**config.mk**
```make
export PLATFORM = sky130hd
export DESIGN_NAME = iocr_regs
export DESIGN_NICKNAME = d
export VERILOG_FILES = /design/src/iocr_pkg.sv /design/src/iocr_spi_port.sv /design/src/iocr_regs.sv
export SDC_FILE = /design/constraint.sdc
export NUM_CORES = 1
export LEC_CHECK = 0
export BUFFER_PORTS_ARGS = -buffer_cell sky130_fd_sc_hd__buf_2
export CAP_MARGIN = 25
export CORE_UTILIZATION = 36
export CTS_CLUSTER_DIAMETER = 40
export DETAILED_ROUTE_END_ITERATION = 10
export GPL_ROUTABILITY_DRIVEN = 0
export HOLD_SLACK_MARGIN = 0.05
export MAX_ROUTING_LAYER = met4
export PLACE_DENSITY_LB_ADDON = 0.12
export SYNTH_ARGS = -nofsm -noshare
export SYNTH_HDL_FRONTEND = slang
export SYNTH_HIERARCHICAL = 1
export SYNTH_SLANG_ARGS = --single-unit
```
**constraint.sdc**
```tcl
create_clock -name CLK -period 2.5 [get_ports CLK]
set_input_delay 0.5 -clock CLK [delete_from_list [all_inputs] [get_ports CLK]]
set_output_delay 0.5 -clock CLK [all_outputs]
set_load 0.01 [all_outputs]
```
**src/iocr_pkg.sv**
```systemverilog
/*
 * Constants shared by the inertial output and command register bank:
 * register byte addresses, command bit positions, reset values, timing.
 * Assumes a 10 MHz system clock and a 7-bit serial register address.
 */
package iocr_pkg;

   // System clock rate in hertz
   localparam int unsigned CLK_HZ = 10000000;

   // Byte addresses of the lower byte of each 16-bit register
   localparam logic [6:0] ADDR_RATE_X = 7'h04;
   localparam logic [6:0] ADDR_RATE_Y = 7'h06;
   localparam logic [6:0] ADDR_RATE_Z = 7'h08;
   localparam logic [6:0] ADDR_ACCEL_X = 7'h0a;
   localparam logic [6:0] ADDR_ACCEL_Y = 7'h0c;
   localparam logic [6:0] ADDR_ACCEL_Z = 7'h0e;
   localparam logic [6:0] ADDR_TEMP = 7'h18;
   localparam logic [6:0] ADDR_RANGE_CTRL = 7'h38;
   localparam logic [6:0] ADDR_GLOBAL_CMD = 7'h3e;

   // Reset and factory values
   localparam logic [15:0] GLOBAL_CMD_RESET = 16'h0000;
   localparam logic [15:0] RANGE_CTRL_FACTORY = 16'h0402;
   localparam logic [15:0] READ_UNMAPPED = 16'h0000;

   // Command bit positions in the global command register
   localparam int unsigned CMD_BIAS_BIT = 0;
   localparam int unsigned CMD_FACTORY_BIT = 1;
   localparam int unsigned CMD_FLASH_BIT = 3;
   localparam int unsigned CMD_SWRESET_BIT = 7;
   // Bits that start a function; all others are ignored
   localparam logic [7:0] CMD_USED_MASK = 8'h8b;

   // Temperature field width; upper bits read as zero
   localparam int unsigned TEMP_BITS = 12;

   // Serial frame layout
   localparam int unsigned FRAME_BITS = 16;
   localparam int unsigned FRAME_WRITE_BIT = 15;

   // Flash backup time in milliseconds and its cycle count
   localparam int unsigned FLASH_BACKUP_MS = 75;
   localparam int unsigned FLASH_BACKUP_CYCLES = CLK_HZ / 1000 * FLASH_BACKUP_MS;

   // Sample rate in tenths of a sample per second (819.2 SPS)
   localparam int unsigned SAMPLE_RATE_DSPS = 8192;
   localparam int unsigned SAMPLE_CYCLES = CLK_HZ * 10 / SAMPLE_RATE_DSPS;

   // Width of the shared wait counter
   localparam int unsigned TIMER_BITS = 24;

   // Command sequencer states
   typedef enum logic [2:0] {
      SEQ_IDLE = 3'b000,
      SEQ_FACTORY = 3'b001,
      SEQ_BIAS = 3'b010,
      SEQ_FLASH = 3'b011,
      SEQ_RELOAD = 3'b100
   } iocr_seq_e;

endpackage : iocr_pkg

```
**src/iocr_spi_port.sv**
```systemverilog
/*
 * Mode-3 serial slave port: synchronises chip select, serial clock and
 * data in, shifts 16-bit frames MSB first, returns a word per frame.
 * Assumes the serial clock is far slower than the system clock.
 */
`timescale 1ns/1ps
module iocr_spi_port
   import iocr_pkg::*;
(
   // Clock and reset
   input wire logic clk,
   input wire logic reset,
   // Serial pins
   input wire logic cs_n,
   input wire logic sclk,
   input wire logic mosi,
   output logic miso,
   output logic miso_oe,
   // Frame side
   output logic frame_valid,
   output logic [15:0] frame_word,
   input wire logic [15:0] tx_word
);

   logic [2:0] cs_sync_reg; // Chip select synchroniser and edge stage
   logic [2:0] sclk_sync_reg; // Serial clock synchroniser and edge stage
   logic [1:0] mosi_sync_reg; // Data in synchroniser
   logic [15:0] rx_reg; // Receive shifter
   logic [15:0] tx_reg; // Transmit shifter
   logic [4:0] bit_cnt_reg; // Bits taken in this frame
   logic sel; // Chip select active
   logic sclk_rise;
   logic sclk_fall;
   logic cs_fall;

   assign sel = ~cs_sync_reg[1];
   assign cs_fall = cs_sync_reg[2] & ~cs_sync_reg[1];
   assign sclk_rise = ~sclk_sync_reg[2] & sclk_sync_reg[1];
   assign sclk_fall = sclk_sync_reg[2] & ~sclk_sync_reg[1];

   // Two-flop synchronisers, plus one edge stage on chip select and serial clock
   always_ff @(posedge clk) begin
      if (reset) begin
         cs_sync_reg <= 3'h7;
         sclk_sync_reg <= 3'h7;
         mosi_sync_reg <= 2'h0;
      end else begin
         cs_sync_reg <= {cs_sync_reg[1:0], cs_n};
         sclk_sync_reg <= {sclk_sync_reg[1:0], sclk};
         mosi_sync_reg <= {mosi_sync_reg[0], mosi};
      end
   end

   // Receive: sample on rising serial clock, count to a full frame
   always_ff @(posedge clk) begin
      if (reset) begin
         rx_reg <= 16'h0000;
         bit_cnt_reg <= 5'h00;
         frame_valid <= 1'b0;
         frame_word <= 16'h0000;
      end else begin
         frame_valid <= 1'b0;
         if (!sel) begin
            // Partial frames are dropped
            bit_cnt_reg <= 5'h00;
         end else if (sclk_rise) begin
            rx_reg <= {rx_reg[14:0], mosi_sync_reg[1]};
            if (bit_cnt_reg == 5'(FRAME_BITS - 1)) begin
               bit_cnt_reg <= 5'h00;
               frame_valid <= 1'b1;
               frame_word <= {rx_reg[14:0], mosi_sync_reg[1]};
            end else begin
               bit_cnt_reg <= bit_cnt_reg + 5'h01;
            end
         end
      end
   end

   // Transmit: load at frame start, shift on falling serial clock
   always_ff @(posedge clk) begin
      if (reset) begin
         tx_reg <= 16'h0000;
         miso <= 1'b0;
         miso_oe <= 1'b0;
      end else begin
         miso_oe <= sel;
         if (cs_fall || (sel && sclk_fall && bit_cnt_reg == 5'h00)) begin
            tx_reg <= {tx_word[14:0], 1'b0};
            miso <= tx_word[15];
         end else if (sel && sclk_fall) begin
            tx_reg <= {tx_reg[14:0], 1'b0};
            miso <= tx_reg[15];
         end
      end
   end

endmodule : iocr_spi_port

```
**src/iocr_regs.sv**
```systemverilog
/*
 * Register bank of a six-axis inertial module: sensor output registers,
 * one flash-mirrored control register and the global command register
 * with its self-clearing command sequencer, reached over a mode-3
 * serial slave port.
 * Assumes sensor inputs and the flash macro share the system clock;
 * the serial pins come from outside and are synchronised here.
 */
// How it works
// - Control writes change only the working copy
// - Command 0xBE08 backs up, takes 75 ms
// - Mirrored registers reload from flash after reset
// - Rate outputs twos complement, 100 LSB per deg/s
// - Rate outputs read-only at 0x04, 0x06, 0x08
// - Acceleration outputs twos complement, 4000 per g
// - Acceleration outputs read-only at 0x0A, 0x0C, 0x0E
// - Temperature is 12-bit, upper four bits zero
// - Temperature read-only at 0x18
// - Command register write-only at 0x3E, resets zero
// - Writing one starts a function, zero nothing
// - Command bit clears itself when function ends
// - Bit 7 starts a software reset
// - Bits 3, 1, 0: flash, factory, bias
// - Reload control from flash before new data
// - Registers two bytes wide, written byte-wise
// - Read takes two frames; answer in second
// - Outputs update at 819.2 SPS without setup
`timescale 1ns/1ps
module iocr_regs
   import iocr_pkg::*;
#(
   parameter int unsigned FLASH_CYCLES = FLASH_BACKUP_CYCLES,
   parameter int unsigned SAMPLE_PERIOD = SAMPLE_CYCLES,
   parameter int unsigned RELOAD_CYCLES = 16,
   parameter int unsigned BIAS_CYCLES = 16
)
(
   // Clock and reset
   input wire logic CLK,
   input wire logic RESET,
   // Serial pins
   input wire logic CS_N,
   input wire logic SCLK,
   input wire logic MOSI,
   output logic MISO,
   output logic MISO_OE,
   // Sensor front end samples
   input wire logic [15:0] RATE_X_IN,
   input wire logic [15:0] RATE_Y_IN,
   input wire logic [15:0] RATE_Z_IN,
   input wire logic [15:0] ACCEL_X_IN,
   input wire logic [15:0] ACCEL_Y_IN,
   input wire logic [15:0] ACCEL_Z_IN,
   input wire logic [11:0] TEMP_IN,
   // Control to the front end
   output logic [7:0] RANGE_SEL,
   output logic [7:0] FILTER_SEL,
   output logic BIAS_NULL_START,
   output logic SAMPLE_STROBE,
   // Flash mirror macro
   input wire logic [15:0] FLASH_RD_DATA,
   output logic FLASH_WR_EN,
   output logic [15:0] FLASH_WR_DATA
);

   // Serial port wiring
   logic frame_valid;
   logic [15:0] frame_word;
   logic [15:0] read_word_reg; // Answer for the next frame
   logic miso_int;
   logic miso_oe_int;

   // Register storage
   logic [15:0] rate_x_out_reg;
   logic [15:0] rate_y_out_reg;
   logic [15:0] rate_z_out_reg;
   logic [15:0] accel_x_out_reg;
   logic [15:0] accel_y_out_reg;
   logic [15:0] accel_z_out_reg;
   logic [15:0] die_temperature_out_reg;
   logic [15:0] range_ctrl_reg; // Volatile working copy
   logic [15:0] range_ctrl_next;
   logic [15:0] global_command_reg;
   logic [15:0] global_command_next;

   // Sequencer and timers
   iocr_seq_e seq_reg;
   logic [TIMER_BITS-1:0] wait_cnt_reg; // Cycles left in current step
   logic [TIMER_BITS-1:0] sample_cnt_reg; // Sample period divider
   logic [15:0] cmd_clear; // Bits finished this cycle
   logic wr_hit; // Frame is a byte write
   logic [6:0] frame_addr;
   logic [7:0] frame_data;
   logic sample_tick;

   assign wr_hit = frame_valid & frame_word[FRAME_WRITE_BIT];
   assign frame_addr = frame_word[14:8];
   assign frame_data = frame_word[7:0];

   // Same word address, ignoring the byte select bit
   function automatic logic word_match(input logic [6:0] a,
                                       input logic [6:0] base);
      word_match = (a[6:1] == base[6:1]);
   endfunction : word_match

   // Merge one written byte into a 16-bit word
   function automatic logic [15:0] byte_merge(input logic [15:0] old,
                                              input logic [6:0] a,
                                              input logic [7:0] d);
      byte_merge = a[0] ? {d, old[7:0]} : {old[15:8], d};
   endfunction : byte_merge

   // Read decode; the command register is write-only and reads zero
   function automatic logic [15:0] read_decode(input logic [6:0] a);
      read_decode = READ_UNMAPPED;
      if (word_match(a, ADDR_RATE_X)) read_decode = rate_x_out_reg;
      if (word_match(a, ADDR_RATE_Y)) read_decode = rate_y_out_reg;
      if (word_match(a, ADDR_RATE_Z)) read_decode = rate_z_out_reg;
      if (word_match(a, ADDR_ACCEL_X)) read_decode = accel_x_out_reg;
      if (word_match(a, ADDR_ACCEL_Y)) read_decode = accel_y_out_reg;
      if (word_match(a, ADDR_ACCEL_Z)) read_decode = accel_z_out_reg;
      if (word_match(a, ADDR_TEMP)) read_decode = die_temperature_out_reg;
      if (word_match(a, ADDR_RANGE_CTRL)) read_decode = range_ctrl_reg;
   endfunction : read_decode

   // Serial slave port
   iocr_spi_port u_spi (
      .clk(CLK),
      .reset(RESET),
      .cs_n(CS_N),
      .sclk(SCLK),
      .mosi(MOSI),
      .miso(miso_int),
      .miso_oe(miso_oe_int),
      .frame_valid(frame_valid),
      .frame_word(frame_word),
      .tx_word(read_word_reg)
   );

   // Pin outputs come straight from the port's flops
   assign MISO = miso_int;
   assign MISO_OE = miso_oe_int;

   // Read request captured now, shifted out in the next frame
   always_ff @(posedge CLK) begin
      if (RESET) begin
         read_word_reg <= 16'h0000;
      end else if (frame_valid && !frame_word[FRAME_WRITE_BIT]) begin
         read_word_reg <= read_decode(frame_addr);
      end
   end

   // Working copy of the range and filter control register
   always_comb begin
      range_ctrl_next = range_ctrl_reg;
      if (wr_hit && word_match(frame_addr, ADDR_RANGE_CTRL)) begin
         range_ctrl_next = byte_merge(range_ctrl_reg, frame_addr,
            frame_data);
      end
      if (seq_reg == SEQ_FACTORY) begin
         range_ctrl_next = RANGE_CTRL_FACTORY;
      end
      if (seq_reg == SEQ_RELOAD) begin
         range_ctrl_next = FLASH_RD_DATA;
      end
   end

   always_ff @(posedge CLK) begin
      if (RESET) begin
         range_ctrl_reg <= RANGE_CTRL_FACTORY;
      end else begin
         range_ctrl_reg <= range_ctrl_next;
      end
   end

   // Command register: host sets, sequencer clears, set wins
   always_comb begin
      global_command_next = global_command_reg & ~cmd_clear;
      if (wr_hit && frame_addr == ADDR_GLOBAL_CMD) begin
         global_command_next[7:0] = global_command_next[7:0]
            | (frame_data & CMD_USED_MASK);
      end
   end

   always_ff @(posedge CLK) begin
      if (RESET) begin
         global_command_reg <= GLOBAL_CMD_RESET;
      end else begin
         global_command_reg <= global_command_next;
      end
   end

   // Bits finished when the sequence returns to idle
   always_comb begin
      cmd_clear = 16'h0000;
      if (seq_reg == SEQ_RELOAD && wait_cnt_reg == '0) begin
         cmd_clear[CMD_SWRESET_BIT] = 1'b1;
         cmd_clear[CMD_FLASH_BIT] = 1'b1;
         cmd_clear[CMD_FACTORY_BIT] = 1'b1;
         cmd_clear[CMD_BIAS_BIT] = 1'b1;
      end
   end

   // Command sequencer; reset enters the flash reload step first
   always_ff @(posedge CLK) begin
      if (RESET) begin
         seq_reg <= SEQ_RELOAD;
         wait_cnt_reg <= TIMER_BITS'(RELOAD_CYCLES);
      end else begin
         case (seq_reg)
            SEQ_IDLE: begin
               if (global_command_reg[CMD_SWRESET_BIT]) begin
                  seq_reg <= SEQ_RELOAD;
                  wait_cnt_reg <= TIMER_BITS'(RELOAD_CYCLES);
               end else if (global_command_reg[CMD_FACTORY_BIT]) begin
                  seq_reg <= SEQ_FACTORY;
                  wait_cnt_reg <= '0;
               end else if (global_command_reg[CMD_BIAS_BIT]) begin
                  seq_reg <= SEQ_BIAS;
                  wait_cnt_reg <= TIMER_BITS'(BIAS_CYCLES);
               end else if (global_command_reg[CMD_FLASH_BIT]) begin
                  seq_reg <= SEQ_FLASH;
                  wait_cnt_reg <= TIMER_BITS'(FLASH_CYCLES);
               end
            end
            SEQ_FACTORY, SEQ_BIAS: begin
               // Finished calibration functions end with a backup
               if (wait_cnt_reg == '0) begin
                  seq_reg <= SEQ_FLASH;
                  wait_cnt_reg <= TIMER_BITS'(FLASH_CYCLES);
               end else begin
                  wait_cnt_reg <= wait_cnt_reg - 1'b1;
               end
            end
            SEQ_FLASH: begin
               // Hold for the whole backup time, then reload
               if (wait_cnt_reg == '0) begin
                  seq_reg <= SEQ_RELOAD;
                  wait_cnt_reg <= TIMER_BITS'(RELOAD_CYCLES);
               end else begin
                  wait_cnt_reg <= wait_cnt_reg - 1'b1;
               end
            end
            SEQ_RELOAD: begin
               if (wait_cnt_reg == '0) begin
                  seq_reg <= SEQ_IDLE;
               end else begin
                  wait_cnt_reg <= wait_cnt_reg - 1'b1;
               end
            end
            default: begin
               seq_reg <= SEQ_RELOAD;
               wait_cnt_reg <= TIMER_BITS'(RELOAD_CYCLES);
            end
         endcase
      end
   end

   // Flash write strobe at the start of a backup
   always_ff @(posedge CLK) begin
      if (RESET) begin
         FLASH_WR_EN <= 1'b0;
         FLASH_WR_DATA <= 16'h0000;
      end else begin
         FLASH_WR_EN <= (seq_reg == SEQ_FLASH)
            && (wait_cnt_reg == TIMER_BITS'(FLASH_CYCLES));
         FLASH_WR_DATA <= range_ctrl_reg;
      end
   end

   // Bias null request to the front end, one pulse
   always_ff @(posedge CLK) begin
      if (RESET) begin
         BIAS_NULL_START <= 1'b0;
      end else begin
         BIAS_NULL_START <= (seq_reg == SEQ_BIAS)
            && (wait_cnt_reg == TIMER_BITS'(BIAS_CYCLES));
      end
   end

   // Range and filter settings driven to the front end
   always_ff @(posedge CLK) begin
      if (RESET) begin
         RANGE_SEL <= RANGE_CTRL_FACTORY[15:8];
         FILTER_SEL <= RANGE_CTRL_FACTORY[7:0];
      end else begin
         RANGE_SEL <= range_ctrl_reg[15:8];
         FILTER_SEL <= range_ctrl_reg[7:0];
      end
   end

   // Sample period divider, free running from reset
   assign sample_tick = (sample_cnt_reg == '0);

   always_ff @(posedge CLK) begin
      if (RESET) begin
         sample_cnt_reg <= TIMER_BITS'(SAMPLE_PERIOD - 1);
         SAMPLE_STROBE <= 1'b0;
      end else begin
         if (sample_tick) begin
            sample_cnt_reg <= TIMER_BITS'(SAMPLE_PERIOD - 1);
         end else begin
            sample_cnt_reg <= sample_cnt_reg - 1'b1;
         end
         SAMPLE_STROBE <= sample_tick && (seq_reg == SEQ_IDLE);
      end
   end

   // Output registers load only from the front end, never from writes
   always_ff @(posedge CLK) begin
      if (RESET) begin
         rate_x_out_reg <= 16'h0000;
         rate_y_out_reg <= 16'h0000;
         rate_z_out_reg <= 16'h0000;
         accel_x_out_reg <= 16'h0000;
         accel_y_out_reg <= 16'h0000;
         accel_z_out_reg <= 16'h0000;
         die_temperature_out_reg <= 16'h0000;
      end else if (sample_tick && seq_reg == SEQ_IDLE) begin
         rate_x_out_reg <= RATE_X_IN;
         rate_y_out_reg <= RATE_Y_IN;
         rate_z_out_reg <= RATE_Z_IN;
         accel_x_out_reg <= ACCEL_X_IN;
         accel_y_out_reg <= ACCEL_Y_IN;
         accel_z_out_reg <= ACCEL_Z_IN;
         die_temperature_out_reg <= {{(16 - TEMP_BITS){1'b0}},
            TEMP_IN};
      end
   end

endmodule : iocr_regs

```
======== Word-level counts from Yosys, hierarchy flattened ========
Cells that the tools add are included.
Widths: inputs -> output; s select.
storage, ports and cells
  input port bits ......................... 129
  flip-flop bits (word level) ............. 304
  output and inout port bits .............. 37
operators by class
  equal/unequal tests ..................... 22
  mux-type cells .......................... 37
  reductions and logical operators ........ 28
  add/sub/neg operators ................... 3
  bitwise gates (word level) .............. 11
operator list
  cell                   number
  $mux 16                14
  $mux 24                7
  $pmux 24 s4            1
  $logic_not 24->1       2
  $sub 24x1->24 const B  2
  $eq 24x20->1 const B   1
  $eq 24x5->1 const B    1
  $eq 6x3->1 const B     4
  $mux 3                 7
  $and 16x16->16         1
  $not 8->16             1
  $eq 6x2->1 const B     2
  $pmux 3 s4             1
  $logic_and 1x1->1      9
  $mux 8                 1
  $or 8x8->8             1
  $reduce_and 2->1       4
  $eq 7x6->1 const B     1
  $eq 3x2->1 const B     2
  $eq 6x4->1 const B     1
  $eq 6x5->1 const B     1
  $ne 2x2->1 const B     3
  $reduce_bool 3->1      2
  $reduce_or 2->1        3
  other kinds (20)       29

======== Depth between registers and ports, before layout ========
  depth in word-level cells ............... 9
  depth in mapped cells ................... 11
  mapped depth without buffers ............ 8

======== Modules after synthesis ========
The synthesis kept the hierarchy.
modules (own cells, without submodules)
  module         cells an instance  area each (µm²)  times used
  iocr_regs      1,164              9,550.4          1
  iocr_spi_port  280                2,317.2          1

======== Worst setup path after synthesis ========
Ideal clock, no wire load.
  path type ............................... reg2reg
  start point ............................. register sample_cnt_reg[16]
  end point ............................... register rate_x_out_reg[1]
  clock period less this slack ............ 2.168 ns
  library setup time ...................... 0.143 ns
  arrival time ............................ 2.025 ns
  data required time ...................... 2.357 ns
  path slack .............................. 0.332 ns
  stages on the path, launching flop included .. 10
  cells stage by stage .................... dfxtp_1 -> or4_4 -> or3_4 -> nor3_4 -> nand3_1 -> buf_2 -> buf_2 -> buf_2 -> nand2_1 -> a21oi_2
between the ends
  cells in the longest elaborated chain, start to end .. 2
RTL lines
  element                 line              text
  start, declared         iocr_regs.sv:89   logic [TIMER_BITS-1:0] sample_cnt_reg;
  start signal, assigned  iocr_regs.sv:297  sample_cnt_reg <= TIMER_BITS'(SAMPLE_PERIOD - 1);
  start signal, assigned  iocr_regs.sv:301  sample_cnt_reg <= TIMER_BITS'(SAMPLE_PERIOD - 1);
  start signal, assigned  iocr_regs.sv:303  sample_cnt_reg <= sample_cnt_reg - 1'b1;
  $logic_not 24->1        iocr_regs.sv:293  assign sample_tick = (sample_cnt_reg == '0);
  $logic_and 1x1->1       iocr_regs.sv:319  end else if (sample_tick && seq_reg == SEQ_IDLE) begin
  end signal, assigned    iocr_regs.sv:312  rate_x_out_reg <= 16'h0000;
  end signal, assigned    iocr_regs.sv:320  rate_x_out_reg <= RATE_X_IN;
  end, declared           iocr_regs.sv:74   logic [15:0] rate_x_out_reg;
No other way between the ends.
A chain may end at the register's enable or synchronous reset.

======== Worst setup path in the final report ========
  start point ............................. register sample_cnt_reg[16]
  end point ............................... register die_temperature_out_reg[10]
between the ends
  cells in the longest elaborated chain, start to end .. 2
RTL lines
  element               line              text
  $logic_not 24->1      iocr_regs.sv:293
  $logic_and 1x1->1     iocr_regs.sv:319
  end signal, assigned  iocr_regs.sv:326  die_temperature_out_reg <= {{(16 - TEMP_BITS){1'b0}},
  end, declared         iocr_regs.sv:80   logic [15:0] die_temperature_out_reg;
No other way between the ends.

==> impl_metrics.csv <==
group,metric,value,unit
outcome,outcome,"finished clean",
routing,final_antenna_net_count,0,
timing,max_slew_margin,49.1,%
power,seqPwrFrac,35.8,%
synthesis,synth.net_count,1577,
job,max_cap_viol_count,0,
setup_path,reg2reg_setup_slack,0.14,ns
grt,gr-total-overflow,0,
synthesis,synth_ff_type,"dfxtp_1",
cts,cts_tree,"yes",
grt,grt_busiest_layer,"met2",
placement,hpwl,25800,microns
cts,clk_pin_slew,0.05,ns
timing,finalSetupTns,0,ns
setup_path,slowest_delay,0.53,ns
grt,grt_pass1_vias,9894,
cts,post_cts_resized,0,
timing,setup_viol,0,
cts,post_cts_buffers,0,
die,coreArea,0.0325,sq mm
power,combPwrFrac,18.6,%
grt,use_met3,3.88,%
grt,met2_usage,31.5,%
grt,grt_max_degree,58,
hold_path,min_path_cells,2,
cts,clock_sinks,278,
die,rows,66,
power,p_int,0.0103,W
setup_path,reg2reg_to,"die_temperature_out_reg[10]",
synthesis,syn_area,0.0119,sq mm
synthesis,syn-instance-count,1444,
power,clkPwrFrac,45.6,%
setup_path,reg2reg_from,"sample_cnt_reg[16]",
grt,antenna_found_initial,2,
routing,first_pass_iters,6,
hold_path,hp-class,"primary input to register",
routing,wl_per_cell,17.1,microns
setup_path,reg2regPathDepth,7,
cells_and_area,final_common_cell,"nand2_1",
synthesis,synth_edf_count,0,
routing,drc,0,
timing,rsz0062_at_grt,"no",
power,switching_share,29.1,%
die,die_area,0.0337,sq mm
die,num_io_pins,166,
synthesis,ys_seq_elements,278,
cts,root_buffer,"clkbuf_16",
power,switchingPower,0.00423,W
setup_path,crit_path_max_fanout,41,
die,dieHeight,184,microns
routing,drt_iter0_drc,776,
cells_and_area,nets,1742,
setup_path,cp.depth,7,
cells_and_area,fillers,3238,
cts,hold_buffers,0,
hold_path,worstHoldEndpoint,"u_spi/sclk_sync_reg[0]",
grt,met1_usage,31.0,%
power,p_leak,5.39,nW
setup_path,crit_slowest_cell,"or4_4",
cells_and_area,design_area,0.0148,sq mm
synthesis,seq_area_frac_synth,46.9,%
setup_path,crit_path_end_kind,"register",
cts,insertion_delay,0.54,ns
timing,worst_pin_slew,0.756,ns
routing,viasPerCell,5.08,
timing,skew,0.0252,ns
placement,port_buffers,165,
cts,clockBufferDepth,3,
synthesis,avgSynthCellArea,8.22,sq um
cts,h-tree-depth,2,
synthesis,async_reset_ff_share,0,%
timing,period_share,94.5,%
hold_path,hp-start,"SCLK",
synthesis,ys_warn_count,6,
grt,grt.total_usage,21.9,%
routing,finalWirelength,35800,microns
cts,cts_buffers,46,
cells_and_area,layout_common_cells,"nand2_1 (350), dfxtp_1 (278), buf_2 (164)",
timing,period_needed,2.36,ns
setup_path,crit_type,"register to register",
grt,grt_pass1_wl,55800,microns
die,die_w,184,microns
cells_and_area,layout-drive-gt1-share,23.3,%
placement,dpl_cell_area,0.0132,sq mm
power,ir_worst_vdd,0.000557,V
setup_path,critPathTopFamily,"simple AND/OR/NAND/NOR gates",
setup_path,cp.required,2.94,ns
die,start_util,36.6,%
setup_path,crit_chain,"or4_4, or3_4, nor3_4, and3_4, buf_12, nand2_1, a21oi_1",
synthesis,yosysUniqueCellTypes,67,
timing,timing.fmax,423,MHz
setup_path,cp-start-kind,"register",
routing,vias,10621,
power,powerDensity,981,mW/mm^2
timing,hold_viol,0,
timing,drv_slew,0,
cells_and_area,syn2layout_area_growth,24.9,%
setup_path,arrival,2.81,ns
setup_path,cp_num_buf_inv,1,
## cell type report
| cell class | count | area, sq um | share of cell area [%] |
|---|---|---|---|
| clock buffer | 58 | 1320 | 8.90 |
| multi-input combinational | 1047 | 5700 | 38.5 |
| antenna | 2 | 5.00 | 0.0338 |
| timing repair buffer | 222 | 1300 | 8.75 |
| tap | 442 | 553 | 3.73 |
| inverter | 14 | 52.6 | 0.354 |
| clock inverter | 27 | 330 | 2.23 |
| sequential | 278 | 5570 | 37.5 |
## cells in the mapped netlist (18+ instances only)
| cell type | number | area, sq um |
|---|---|---|
| buf_4 | 23 | 173 |
| xnor2_1 | 30 | 263 |
| a22oi_1 | 24 | 180 |
| nor3_1 | 23 | 115 |
| dfxtp_1 | 278 | 5570 |
| clkbuf_1 | 59 | 221 |
| a21oi_1 | 142 | 711 |
| nand2_1 | 350 | 1310 |
| a21oi_2 | 20 | 175 |
| nor2b_1 | 26 | 163 |
| nand3_1 | 27 | 135 |
| o211ai_1 | 18 | 135 |
| nor2_1 | 130 | 488 |
| o21ai_0 | 24 | 120 |
| nand2_2 | 21 | 131 |
| a211oi_1 | 19 | 143 |
## metrics by stage
stage	util, %	power, W	setup slack, ns	hold slack, ns	cells
6_report	45.7	0.0145	0.138	0.153	2090
5_1_grt	45.7	0.0153	0.0388	0.150	2090
4_1_cts	45.7	0.0147	0.115	0.134	2088
3_5_place_dp	40.6	0.00800	0.185	0.396	2003
3_3_place_gp	40.6	0.00799	0.225	0.395	2003
2_1_floorplan	-	0.00692	0.332	0.389	1444
## routing by layer
layer / share of wire, % / up-vias
met5: 0 / -
met4: 2.3 / 0
met1: 49 / 4948
met2: 43 / 316
li1: - / 5302
met3: 6.0 / 55
## power by group through the flow
stage	clock [W]	combinational [W]	sequential, W
after floorplan	0	0.00179	0.00513
after global placement	0	0.00269	0.00530
after detailed placement	0	0.00270	0.00530
after CTS	0.00678	0.00271	0.00521
after global routing	0.00702	0.00301	0.00525
final	0.00663	0.00270	0.00521
## how the worst max path moves through the flow
stage	from	to	slack, ns
after floorplan	sample_cnt_reg[16]	rate_x_out_reg[1]	0.33
after CTS	sample_cnt_reg[16]	die_temperature_out_reg[10]	0.12
after global placement	sample_cnt_reg[16]	rate_y_out_reg[7]	0.22
after global routing	sample_cnt_reg[0]	die_temperature_out_reg[10]	0.04
final	sample_cnt_reg[16]	die_temperature_out_reg[10]	0.14
after detailed placement	sample_cnt_reg[16]	accel_x_out_reg[14]	0.19
## cells by family (layout without fill, tap and decap cells)
logic type,after synthesis,in the layout,share of synthesized area (%)
simple gates,667,667,25.4
xor+xnor,40,40,2.95
fa+ha+maj,4,4,0.422
buf+inv,119,321,5.25
other cells,0,2,0
flops,278,278,46.9
mux,16,16,1.38
compound gates,320,320,17.7
Note: power is estimated with default switching activity, not from simulation.
